File: src/fcl_consts.svh
// Constants for the FIR coefficient loader: control word fields, formats and counts.
// Assumes inclusion by bare name from the loader package and modules.
`ifndef FCL_CONSTS_SVH
`define FCL_CONSTS_SVH

`define FCL_CTRL1_ADDR       16'h0001
`define FCL_LOAD_REQ_BIT     15
`define FCL_RD_STAT_BIT      11
`define FCL_TAP_HI           8
`define FCL_TAP_LO           5
`define FCL_TAP_DEFAULT      4'h0
`define FCL_COEFS_PER_STEP   6
`define FCL_MAX_COEFS        48
`define FCL_COEF_BITS        27
`define FCL_MAG_BITS         26
`define FCL_PAD_BITS         5
`define FCL_STATUS_OK_BIT    7
`define FCL_IDX_W            6
`define FCL_FIFO_DEPTH       4

`endif

File: src/fcl_pkg.sv
// Types shared by the FIR coefficient loader files.
// Assumes the constants header is on the include path.
`include "fcl_consts.svh"
package fcl_pkg;
	typedef enum logic [2:0] {
		FCL_IDLE, FCL_DATA, FCL_HIGH, FCL_LOW, FCL_CSUM, FCL_FILL
	} fcl_state_t;
	typedef logic [`FCL_COEF_BITS-1:0] fcl_coef_t;
endpackage : fcl_pkg

File: src/fcl_fifo.sv
// Small synchronous FIFO carrying bus words into the loader.
// Assumes one clock and an active-low asynchronous reset.
`timescale 1ns/100ps
`default_nettype none
`include "fcl_consts.svh"
module fcl_fifo #(
	parameter int WIDTH = 16,
	parameter int DEPTH = `FCL_FIFO_DEPTH
) (
	input  wire logic             sys_clk,   // Converter clock.
	input  wire logic             nrst,      // Asynchronous reset, active low.
	input  wire logic             inValid,   // Word offered.
	output logic                  inReady,   // Room available.
	input  wire logic [WIDTH-1:0] inData,    // Word in.
	output logic                  outValid,  // Word available.
	input  wire logic             outReady,  // Consumer takes the word.
	output logic      [WIDTH-1:0] outData    // Registered head word.
);
	localparam int AW = $clog2(DEPTH);
	logic [WIDTH-1:0] mem_reg [DEPTH];
	logic [AW-1:0]    wrPtr_reg, wrPtr_next, rdPtr_reg, rdPtr_next;
	logic [AW:0]      count_reg, count_next;
	logic [WIDTH-1:0] outData_reg, outData_next;
	logic             push, pop;

	// Head word is registered so the data output comes from a flip-flop.
	always_comb begin
		push         = inValid && inReady;
		pop          = outValid && outReady;
		wrPtr_next   = push ? AW'(wrPtr_reg + 1'b1) : wrPtr_reg;
		rdPtr_next   = pop ? AW'(rdPtr_reg + 1'b1) : rdPtr_reg;
		count_next   = (AW+1)'(count_reg + (AW+1)'(push) - (AW+1)'(pop));
		outData_next = mem_reg[rdPtr_next];
		if (push && (wrPtr_reg == rdPtr_next)) begin
			outData_next = inData; // Write-through when the slot being read is written now.
		end
	end

	// Pointers, count and registered head word.
	always_ff @(posedge sys_clk or negedge nrst) begin
		if (!nrst) begin
			wrPtr_reg   <= '0;
			rdPtr_reg   <= '0;
			count_reg   <= '0;
			outData_reg <= '0;
		end else begin
			wrPtr_reg   <= wrPtr_next;
			rdPtr_reg   <= rdPtr_next;
			count_reg   <= count_next;
			outData_reg <= outData_next;
		end
	end

	// Memory array has no reset; its content is only read once written.
	always_ff @(posedge sys_clk) begin
		if (push) begin
			mem_reg[wrPtr_reg] <= inData;
		end
	end

	assign inReady  = (count_reg != (AW+1)'(DEPTH));
	assign outValid = (count_reg != '0);
	assign outData  = outData_reg;
endmodule : fcl_fifo
`default_nettype wire

File: src/fcl_loader.sv
// FIR coefficient loader: takes address/data word pairs from the parallel bus,
// catches control register 1 writes and collects user coefficients and checksum.
// Assumes the host keeps the download order; the filter datapath reads coefStore.
// Operation
// (RULE_01) Each coefficient is 27 bits: one sign bit, 26 magnitude bits.
// (RULE_02) Coefficient padded to 32 bits, sent as upper word then lower word.
// (RULE_03) Checksum is 16-bit sum of all four bytes of every coefficient.
// (RULE_04) Host writes the checksum word right after the last coefficient word.
// (RULE_05) Device recomputes checksum, sets download-ok flag when both agree.
// (RULE_06) Download begins with control register 1 load request and tap count.
// (RULE_07) Coefficients go from centre of symmetry outward, one at a time.
// (RULE_08) Per coefficient, upper word first, lower word second, repeated for all.
// (RULE_09) Tap code 0000 is default; odd codes give 6 to 48 coefficients.
// (RULE_10) User coefficients are volatile; reset restores the default filter.
// (RULE_11) After checksum, unused slots are zeroed; host waits for the fill.
// (RULE_12) Host confirms download through the status flag.
// (RULE_13) Status readback bit set with tap and decimation kept; flag at bit 7.
// (RULE_14) A register write is an address word then a data word; CR1 is 0x0001.
// (RULE_15) Under load request, data writes are coefficients; request self-clears.
// (RULE_16) Tap code lives in CR1 bits 8 to 5, set with the load request.
// (RULE_17) Only half the taps are sent; the datapath mirrors them.
// (RULE_18) Checksum accumulator keeps only the low 16 bits.
`timescale 1ns/100ps
`default_nettype none
`include "fcl_consts.svh"
module fcl_loader
	import fcl_pkg::*;
#(
	parameter int MAX_COEFS = `FCL_MAX_COEFS
) (
	input  wire logic                      sys_clk,         // Converter clock, 10 MHz.
	input  wire logic                      nrst,            // Asynchronous reset, active low.
	input  wire logic                      busWrite,        // One-cycle bus word strobe.
	input  wire logic [15:0]               busData,         // Bus word.
	output logic                           busReady,        // Loader can take a word.
	output logic [15:0]                    ctrl1Value,      // Last control register 1 data.
	output logic                           readStatusReq,   // Status readback pending.
	output logic                           userFilterActive,// User coefficients in use.
	output logic [`FCL_TAP_HI-`FCL_TAP_LO:0] tapCountCode,  // Tap code of stored filter.
	output logic                           loadBusy,        // Download or fill in progress.
	output logic                           downloadOk,      // Checksum matched.
	output logic [15:0]                    statusWord,      // Status word, ok flag at bit 7.
	input  wire logic [`FCL_IDX_W-1:0]     coefIndex,       // Coefficient read index.
	output logic [`FCL_COEF_BITS-1:0]      coefData         // Registered coefficient.
);
	localparam int TW = `FCL_TAP_HI - `FCL_TAP_LO + 1;

	fcl_state_t        state_reg, state_next;
	logic [15:0]       ctrl1_reg, ctrl1_next;
	logic [15:0]       hiWord_reg, hiWord_next;
	logic [15:0]       sum_reg, sum_next;
	logic [`FCL_IDX_W-1:0] idx_reg, idx_next, total_reg, total_next;
	logic [TW-1:0]     tap_reg, tap_next, pendTap_reg, pendTap_next;
	logic              ok_reg, ok_next, user_reg, user_next, rdStat_reg, rdStat_next;
	logic [`FCL_COEF_BITS-1:0] coefStore [MAX_COEFS];
	logic [`FCL_COEF_BITS-1:0] coefData_reg;
	logic              wrEn;
	logic [`FCL_IDX_W-1:0] wrIdx;
	logic [`FCL_COEF_BITS-1:0] wrData;
	logic              fifoValid, fifoTake;
	logic [15:0]       fifoData;

	// Number of coefficients for a tap code; every even code, 0 included, gives zero.
	function automatic logic [`FCL_IDX_W-1:0] coefCount(input logic [TW-1:0] code);
		logic [`FCL_IDX_W-1:0] n;
		n = '0;
		if (code[0]) begin
			n = `FCL_IDX_W'((code + 1'b1) / 2 * `FCL_COEFS_PER_STEP); // RULE_09
		end
		return n;
	endfunction : coefCount

	// Byte sum of one padded coefficient; upper byte holds the pad bits and coefficient bits 26 to 24.
	// Each byte is widened first so the carries of the four-byte sum are not lost.
	function automatic logic [15:0] byteSum(input logic [15:0] hi, input logic [15:0] lo);
		return 16'(hi[15:8]) + 16'(hi[7:0]) + 16'(lo[15:8]) + 16'(lo[7:0]); // RULE_03
	endfunction : byteSum

	// Bus words pass a FIFO so the loader may stall during zero fill without losing writes.
	fcl_fifo #(.WIDTH(16), .DEPTH(`FCL_FIFO_DEPTH)) inFifo (
		.sys_clk  (sys_clk),
		.nrst     (nrst),
		.inValid  (busWrite),
		.inReady  (busReady),
		.inData   (busData),
		.outValid (fifoValid),
		.outReady (fifoTake),
		.outData  (fifoData)
	);

	// Sequencer: address/data decode, coefficient pairs, checksum and zero fill.
	always_comb begin
		state_next   = state_reg;
		ctrl1_next   = ctrl1_reg;
		hiWord_next  = hiWord_reg;
		sum_next     = sum_reg;
		idx_next     = idx_reg;
		total_next   = total_reg;
		tap_next     = tap_reg;
		pendTap_next = pendTap_reg;
		ok_next      = ok_reg;
		user_next    = user_reg;
		rdStat_next  = rdStat_reg;
		wrEn         = 1'b0;
		wrIdx        = idx_reg;
		wrData       = '0;
		fifoTake     = fifoValid && (state_reg != FCL_FILL);
		case (state_reg)
			FCL_IDLE: begin
				if (fifoValid) begin
					state_next = (fifoData == `FCL_CTRL1_ADDR) ? FCL_DATA : FCL_IDLE; // RULE_14
				end
			end
			FCL_DATA: begin
				if (fifoValid) begin
					// Self-clearing bits are not kept in the stored value.
					ctrl1_next  = {7'h00, fifoData[`FCL_TAP_HI:0]};
					rdStat_next = fifoData[`FCL_RD_STAT_BIT]; // RULE_13
					state_next  = FCL_IDLE;
					if (fifoData[`FCL_LOAD_REQ_BIT] &&
					    coefCount(fifoData[`FCL_TAP_HI:`FCL_TAP_LO]) != '0) begin // RULE_15
						pendTap_next = fifoData[`FCL_TAP_HI:`FCL_TAP_LO]; // RULE_16
						total_next   = coefCount(fifoData[`FCL_TAP_HI:`FCL_TAP_LO]);
						idx_next     = '0;
						sum_next     = '0;
						ok_next      = 1'b0;
						state_next   = FCL_HIGH;
					end
				end
			end
			FCL_HIGH: begin
				if (fifoValid) begin
					hiWord_next = fifoData; // RULE_08
					state_next  = FCL_LOW;
				end
			end
			FCL_LOW: begin
				if (fifoValid) begin
					wrEn   = 1'b1;
					wrData = {hiWord_reg[`FCL_MAG_BITS-16:0], fifoData}; // RULE_01 RULE_02
					sum_next = 16'(sum_reg + byteSum(hiWord_reg, fifoData)); // RULE_18
					idx_next = `FCL_IDX_W'(idx_reg + 1'b1); // RULE_07
					state_next = (idx_next == total_reg) ? FCL_CSUM : FCL_HIGH; // RULE_04
				end
			end
			FCL_CSUM: begin
				if (fifoValid) begin
					ok_next    = (fifoData == sum_reg); // RULE_05
					user_next  = 1'b1;
					tap_next   = pendTap_reg;
					state_next = FCL_FILL;
				end
			end
			FCL_FILL: begin
				// One unused slot zeroed per clock; the host wait covers this.
				if (idx_reg >= `FCL_IDX_W'(MAX_COEFS)) begin
					state_next = FCL_IDLE;
				end else begin
					wrEn     = 1'b1; // RULE_11
					wrData   = '0;
					idx_next = `FCL_IDX_W'(idx_reg + 1'b1);
				end
			end
			default: state_next = FCL_IDLE;
		endcase
	end

	// Control state; reset drops user coefficients back to the default filter.
	always_ff @(posedge sys_clk or negedge nrst) begin
		if (!nrst) begin
			state_reg   <= FCL_IDLE;
			ctrl1_reg   <= 16'h0000;
			hiWord_reg  <= 16'h0000;
			sum_reg     <= 16'h0000;
			idx_reg     <= '0;
			total_reg   <= '0;
			tap_reg     <= `FCL_TAP_DEFAULT;
			pendTap_reg <= `FCL_TAP_DEFAULT;
			ok_reg      <= 1'b0;
			user_reg    <= 1'b0; // RULE_10
			rdStat_reg  <= 1'b0;
		end else begin
			state_reg   <= state_next;
			ctrl1_reg   <= ctrl1_next;
			hiWord_reg  <= hiWord_next;
			sum_reg     <= sum_next;
			idx_reg     <= idx_next;
			total_reg   <= total_next;
			tap_reg     <= tap_next;
			pendTap_reg <= pendTap_next;
			ok_reg      <= ok_next;
			user_reg    <= user_next;
			rdStat_reg  <= rdStat_next;
		end
	end

	// Half-filter store; the datapath mirrors it for the full response.
	always_ff @(posedge sys_clk) begin
		if (wrEn) begin
			coefStore[wrIdx] <= wrData; // RULE_17
		end
		coefData_reg <= coefStore[coefIndex];
	end

	assign ctrl1Value       = ctrl1_reg;
	assign readStatusReq    = rdStat_reg;
	assign userFilterActive = user_reg;
	assign tapCountCode     = tap_reg;
	assign loadBusy         = (state_reg != FCL_IDLE) && (state_reg != FCL_DATA);
	assign downloadOk       = ok_reg; // RULE_12
	assign statusWord       = 16'(ok_reg) << `FCL_STATUS_OK_BIT; // RULE_13
	assign coefData         = coefData_reg;
endmodule : fcl_loader
`default_nettype wire

File: config.mk
export PLATFORM = sky130hd
export DESIGN_NAME = fcl_loader
export DESIGN_NICKNAME = d
export VERILOG_FILES = /design/src/fcl_pkg.sv /design/src/fcl_fifo.sv /design/src/fcl_loader.sv
export VERILOG_INCLUDE_DIRS = /design/src
export SDC_FILE = /design/constraint.sdc
export NUM_CORES = 1
export LEC_CHECK = 0
export BUFFER_PORTS_ARGS = -buffer_cell sky130_fd_sc_hd__buf_2
export CORE_MARGIN = 2
export CORE_UTILIZATION = 25
export CTS_BUF_LIST = sky130_fd_sc_hd__clkbuf_8
export CTS_CLUSTER_SIZE = 10
export DETAILED_ROUTE_END_ITERATION = 10
export MAX_ROUTING_LAYER = met4
export PLACE_DENSITY = 0.42
export SETUP_SLACK_MARGIN = 0.1
export SLEW_MARGIN = 20
export SYNTH_ARGS = -nofsm -noshare
export SYNTH_HDL_FRONTEND = slang
export SYNTH_SLANG_ARGS = --single-unit
File: constraint.sdc
create_clock -name sys_clk -period 4.1 [get_ports sys_clk]
set_clock_uncertainty 0.15 [all_clocks]
set_input_delay 0.41 -clock sys_clk [delete_from_list [all_inputs] [get_ports sys_clk]]
set_output_delay 0.41 -clock sys_clk [all_outputs]
set_load 0.02 [all_outputs]
After elaboration in Yosys (flattened, before gate mapping)
Memory sizes are Yosys's and may differ from the RTL's. A register that Yosys moved wholly into a read port is not among the register bits.
Index checks and enable logic that the tools add are counted.
Widths: inputs -> output; s select.
- memories: 2
- bits in writable memories: 1360
- output and inout port bits: 68
- input bits: 25
- word-level logic and storage cells: 104
- register bits after elaboration: 74
- memories (name ; words ; bits a word ; rd ports ; clocked after Yosys merged registers in ; write ports ; line ; RTL):
    coefStore ; 48 ; 27 ; 1 ; 1 ; 1 ; fcl_loader.sv:55 ; logic [`FCL_COEF_BITS-1:0] coefStore [MAX_COEFS];
    inFifo.mem_reg ; 4 ; 16 ; 1 ; 1 ; 1 ; fcl_fifo.sv:20 ; logic [WIDTH-1:0] mem_reg [DEPTH];
- multipliers: 1
- reductions and logical operators: 21
- multiplexer cells: 36
- equality and inequality tests: 19
- $lt $le $gt $ge: 1
- $add $sub $neg: 10
- operators by type and width (cell ; count):
    $mux 27 ; 2
    $mux 16 ; 3
    $mux 6 ; 7
    $pmux 16 s2 ; 1
    $mux 3 ; 7
    $pmux 3 s6 ; 1
    $pmux 6 s3 ; 1
    $add 16x11->16 ; 1
    $eq 16x1->1 const B ; 1
    $eq 16x16->1 ; 1
    $ne 2x2->1 const B ; 8
    $add 10x8->11 ; 1
    $add 9x8->10 ; 1
    $mux 1 ; 10
    $add 8x8->9 ; 1
    $reduce_bool 3->1 ; 3
    $reduce_and 4->1 ; 2
    $add 6x1->6 const B ; 1
    $eq 3x2->1 const B ; 2
    $eq 3x3->1 const B ; 2
    $eq 6x6->1 ; 1
    $ge 6x6->1 const B ; 1
    $ne 3x3->1 const B ; 2
    $reduce_and 2->1 ; 3
    other kinds (17) ; 25

Depth between registers and ports, before layout
- word-level depth: 10
- depth in mapped cells: 14
- depth with buffers taken out: 14

By module
A second synthesis with hierarchy kept.
- cell total of the unflattened synthesis: 2921
- area, all modules: 58373.5 sq um
- modules (own cells, without submodules) (module ; cells each ; instances ; seq. area each (sq um) ; area an instance (sq um)):
    fcl_loader ; 2626 ; 1 ; 41109.4 ; 54312.1
    fcl_fifo ; 295 ; 1 ; 2497.4 ; 4061.4

Worst setup path after synthesis
No wires, ideal clock.
- kind: register -> register
- start: register hiWord_reg[4]
- end: register sum_reg[8]
- stages on the path, launching flop included: 15
- setup time: 121 ps
- path slack: 451 ps
- arrival: 3378 ps
- path buffers: 0
- data required time: 3829 ps
- clock period less this slack: 3649 ps
- path through: dfrtp_1 inv_1 fa_1 inv_1 fa_1 inv_1 fa_1 inv_1 ha_1 and3_1 o21a_1 or3_1 a21oi_1 xnor2_1 a22o_1
- cells in the longest elaborated chain, start to end: 6
- ends and longest elaborated chain (element ; line ; RTL):
    start: declaration ; fcl_loader.sv:50 ; logic [15:0] hiWord_reg, hiWord_next;
    start signal: assignment ; fcl_loader.sv:185 ; hiWord_reg <= hiWord_next;
    $add 8x8->9 ; fcl_loader.sv:76 ; return 16'(hi[15:8]) + 16'(hi[7:0]) + 16'(lo[15:8]) + 16'(lo[7:0]);
    $add 9x8->10 ; fcl_loader.sv:76 ;
    $add 10x8->11 ; fcl_loader.sv:76 ;
    $add 16x11->16 ; fcl_loader.sv:141 ; sum_next = 16'(sum_reg + byteSum(hiWord_reg, fifoData));
    $mux 16 ; fcl_loader.sv:138 ; if (fifoValid) begin
    $pmux 16 s2 ; fcl_loader.sv:108 ; case (state_reg)
    end signal: assignment ; fcl_loader.sv:186 ; sum_reg <= sum_next;
    end: declaration ; fcl_loader.sv:51 ; logic [15:0] sum_reg, sum_next;
No other way between the ends. The select of a mux whose other input is x is not followed.
A chain may end at the register's enable or synchronous reset.

Worst setup path after layout
- start: register sum_reg[5]
- end: register sum_reg[10]
- cells in the longest elaborated chain, start to end: 3
- ends and longest elaborated chain (element ; line):
    $add 16x11->16 ; fcl_loader.sv:141
    $mux 16 ; fcl_loader.sv:138
    $pmux 16 s2 ; fcl_loader.sv:108
No other way between the ends. The select of a mux whose other input is x is not followed.

==> load_flow_metrics.sql <==
INSERT INTO impl_metrics (metric_group, metric, value, unit) VALUES
('global_route', 'largest_net_degree_at_the_start_of_global_routing', '76', ''),
('worst_setup_path', 'critPathArrivalTime', '4500', 'ps'),
('logic_synthesis', 'syn_inst', '2926', ''),
('logic_synthesis', 'yosysSeqAreaShare', '74.2', '%'),
('worst_setup_path', 'timing.setup.critical_path_class', 'reg2reg', ''),
('detailed_routing', 'firstDrtPassIters', '7', ''),
('timing', 'final_sum_of_negative_setup_slack', '0', 'ps'),
('global_route', 'grt_pass1_wl', '239000', 'um'),
('logic_synthesis', 'dominantRegCellSynth', 'edfxtp_1', ''),
('detailed_routing', 'detailroute.via_count', '29800', ''),
('timing', 'setup_violations', '0', ''),
('clocking', 'cts_sinks', '1476', ''),
('detailed_routing', 'totalWireLength', '167000', 'um'),
('layout', 'layout.cells.most_common', 'edfxtp_1', ''),
('pwr', 'pwr_density_cell', '592', 'mW/mm^2'),
('timing', 'worst_slew_margin_rel', '25.2', '%'),
('worst_setup_path', 'critical_path_required', '4780', 'ps'),
('detailed_routing', 'route.detailed.vias_per_inst', '4.48', ''),
('logic_synthesis', 'syn_area_per_cell', '20.1', 'sq um'),
('timing', 'timing.final.max_slew_violations', '0', ''),
('die', 'rows', '178', ''),
('die', 'die_h', '489', 'um'),
('logic_synthesis', 'synth_enable_flop_cells', '1360', ''),
('run_status', 'result_of_the_run', 'finished clean', ''),
('clocking', 'clk_pin_slew_worst_paths', '60', 'ps'),
('logic_synthesis', 'synthesis.area', '0.0588', 'sq mm'),
('detailed_routing', 'detail_route.wl_per_cell', '25.1', 'um'),
('global_route', 'grt-ovfl-total', '0', ''),
('clocking', 'cts.root.buffer_cell', 'clkbuf_8', ''),
('logic_synthesis', 'synth.ff_latch_count', '1476', ''),
('clocking', 'cts_buffer_count', '274', ''),
('die', 'core-area', '0.235', 'sq mm'),
('layout', 'share_of_layout_cells_above_drive_strength_1', '31.1', '%'),
('clocking', 'worstSkewPairLatency', '950', 'ps'),
('pwr', 'p_leak', '0.0234', 'uW'),
('timing', 'minimum_setup_slack_in_the_final_design', '275', 'ps'),
('timing', 'timing.hold.ws', '108', 'ps'),
('job', 'max_cap_viol_count', '0', ''),
('timing', 'max_clock_freq', '261', 'MHz'),
('detailed_routing', 'route.detailed.drc', '0', ''),
('die', 'initial_utilization', '25.1', '%'),
('logic_synthesis', 'ys.warnings.count', '0', ''),
('detailed_routing', 'route.antenna.remaining_nets', '0', ''),
('clocking', 'post_cts.repair.setup_buffers', '0', ''),
('timing', 'worst_pin_slew', '1120', 'ps'),
('global_route', 'grt_pass1_vias', '31500', ''),
('logic_synthesis', 'yosys.area.top_type_share', '69.5', '%'),
('logic_synthesis', 'async_flop_share', '6.03', '%'),
('worst_setup_path', 'endpoint_kind_of_the_worst_setup_timing_path', 'register', ''),
('worst_setup_path', 'timing.critical_path.fanout_max', '5', ''),
('pwr', 'peakVddDrop', '0.000578', 'V'),
('die', 'die_area', '0.239', 'sq mm'),
('die', 'dieWidth', '489', 'um'),
('timing', 'finalWorstPathRequiredPeriod', '3820', 'ps'),
('place', 'dpl.hpwl', '96400', 'um'),
('logic_synthesis', 'synthTopCellsByArea', 'edfxtp_1 (69%), mux4_2 (13%), dfrtp_1 (3.8%), a211oi_1 (1.4%), mux2i_1 (0.95%)', ''),
('place', 'detailedPlace.worstSlack', '196', 'ps'),
('logic_synthesis', 'synth_cell_types', '60', ''),
('timing', 'finalHoldViolations', '0', ''),
('layout', 'flip_flop_count_of_the_largest_register_after_layout', '1296', ''),
('place', 'place_congestion', '0.772', ''),
('timing', 'layout_worst_path_cycle_share', '93.3', '%'),
('layout', 'layoutNonFillerInstCount', '6664', ''),
('timing', 'rsz0062_at_grt', 'yes', ''),
('layout', 'layout-area-overhead-vs-synth', '19.2', '%'),
('detailed_routing', 'drt_first_iter_violations', '2390', ''),
('worst_setup_path', 'worstSetupStartpointType', 'register', ''),
('global_route', 'initial_antenna_violation_count', '8', ''),
('clocking', 'ctsHtreeMaxLevel', '5', ''),
('layout', 'commonest_cells_after_routing_fill_and_taps_aside', 'edfxtp_1 (1360), mux4_2 (351), clkbuf_8 (301), inv_1 (159), buf_4 (151)', ''),
('die', 'boundaryPins', '93', ''),
('logic_synthesis', 'netlist.top_cell.by_area', 'edfxtp_1', ''),
('layout', 'layout.nets', '3405', ''),
('place', 'port-buffer-count', '70', ''),
('place', 'dpl.cell_count', '6177', ''),
('clocking', 'clk_path_buf_depth', '4', ''),
('worst_hold_path', 'timing.hold.worst.class', 'in2reg', ''),
('global_route', 'grt_use_total', '14.4', '%'),
('clocking', 'tritoncts', 'built', '');
power breakdown:
group | internal, uW | switching [uW]
registers | 18000 | 511
clock network | 6800 | 6150
logic | 3740 | 6320
total | 28500 | 13000
cell usage after synthesis, drive strengths merged (2+ instances only):
master / instances
a211o: 27
a211oi: 108
a21oi: 14
a22o: 3
a22oi: 16
and2: 10
and3: 9
buf: 87
clkbuf: 104
dfrtp: 89
dfxtp: 27
edfxtp: 1360
fa: 25
ha: 26
inv: 81
mux2: 46
mux2i: 56
mux4: 351
nand2: 62
nand2b: 5
nand3: 17
nand3b: 6
nand4: 3
nor2: 106
nor2b: 57
nor3: 26
nor3b: 3
nor4: 9
nor4b: 2
o211ai: 3
o21a: 4
o21ai: 42
o221ai: 16
o31ai: 21
or2: 5
or3: 19
or4: 17
xnor2: 15
xor2: 33
layer usage:
metal / global-route usage (%) / vias to the layer above / share of wire, %
li1: - / 12700 / -
met1: 19.3 / 16100 / 46
met2: 22.5 / 698 / 48
met3: 2.73 / 260 / 4.4
met4: 3.24 / 0 / 1.8
met5: - / - / 0
timing repair:
action                                  CTS  global route
endpoints found under the hold margin   174             0
gates resized for setup                   0             5
hold buffers                             26             0
endpoints found under the setup margin    0             8
worst max-delay path, stage by stage (launching register included):
cell,delay [ps]
dfrtp_1,390
inv_1,70
fa_1,470
inv_1,50
fa_1,470
inv_1,50
fa_1,470
inv_1,40
ha_1,330
and3_1,210
or2_2,300
o21ai_1,170
a21boi_0,130
xor2_1,160
a22o_1,250
area by class of cell:
class | instances | area [sq um]
Fill cell | 23000 | 164000
Sequential cell | 1476 | 43600
Multi-Input combinational cell | 1199 | 14600
Clock buffer | 300 | 4130
Tap cell | 3150 | 3940
Timing Repair Buffer | 297 | 2790
Clock inverter | 156 | 706
Inverter | 81 | 304
Antenna cell | 5 | 12.5
path summary, 6_finish.rpt:
| check | from | to | slack (ps) | cells after the start |
|---|---|---|---|---|
| setup / recovery | sum_reg[5]$_DFFE_PN0P_ | sum_reg[10]$_DFFE_PN0P_ | 280 | 14 |
| hold / removal | busData[4] | inFifo.mem_reg[3][4]$_DFFE_PP_ | 110 | 2 |
| setup reg to reg | sum_reg[5]$_DFFE_PN0P_ | sum_reg[10]$_DFFE_PN0P_ | 280 | 14 |
| hold reg to reg | userFilterActive$_DFFE_PN0P_ | userFilterActive$_DFFE_PN0P_ | 330 | 1 |
| max in group asynchronous | nrst | tapCountCode[2]$_DFFE_PN0P_ | 2230 | 4 |
| min in group asynchronous | nrst | ctrl1Value[3]$_DFFE_PN0P_ | 530 | 3 |
cell families after synthesis:
kind of cell               Yosys count  share of synthesized area (%)
muxes                              453                           15.3
adders and majority gates           51                           1.40
and+or+nand+nor                    359                           3.09
AOI/OAI and AO/OA                  266                           3.28
xor gates and xnor gates            48                          0.715
DFF                               1476                           74.2
buffers and inverters              272                           2.06
other                                1                        0.00638
metrics by stage:
step | util [%] | area [sq um] | total power, uW
after floorplan | - | 58900 | 25400
after global placement | 27.7 | 65000 | 28900
after detailed placement | 27.7 | 65000 | 28900
after CTS | 29.9 | 70100 | 42000
after global routing | 29.9 | 70100 | 43900
final | 29.9 | 70100 | 41500
(Power assumes the default switching activity.)
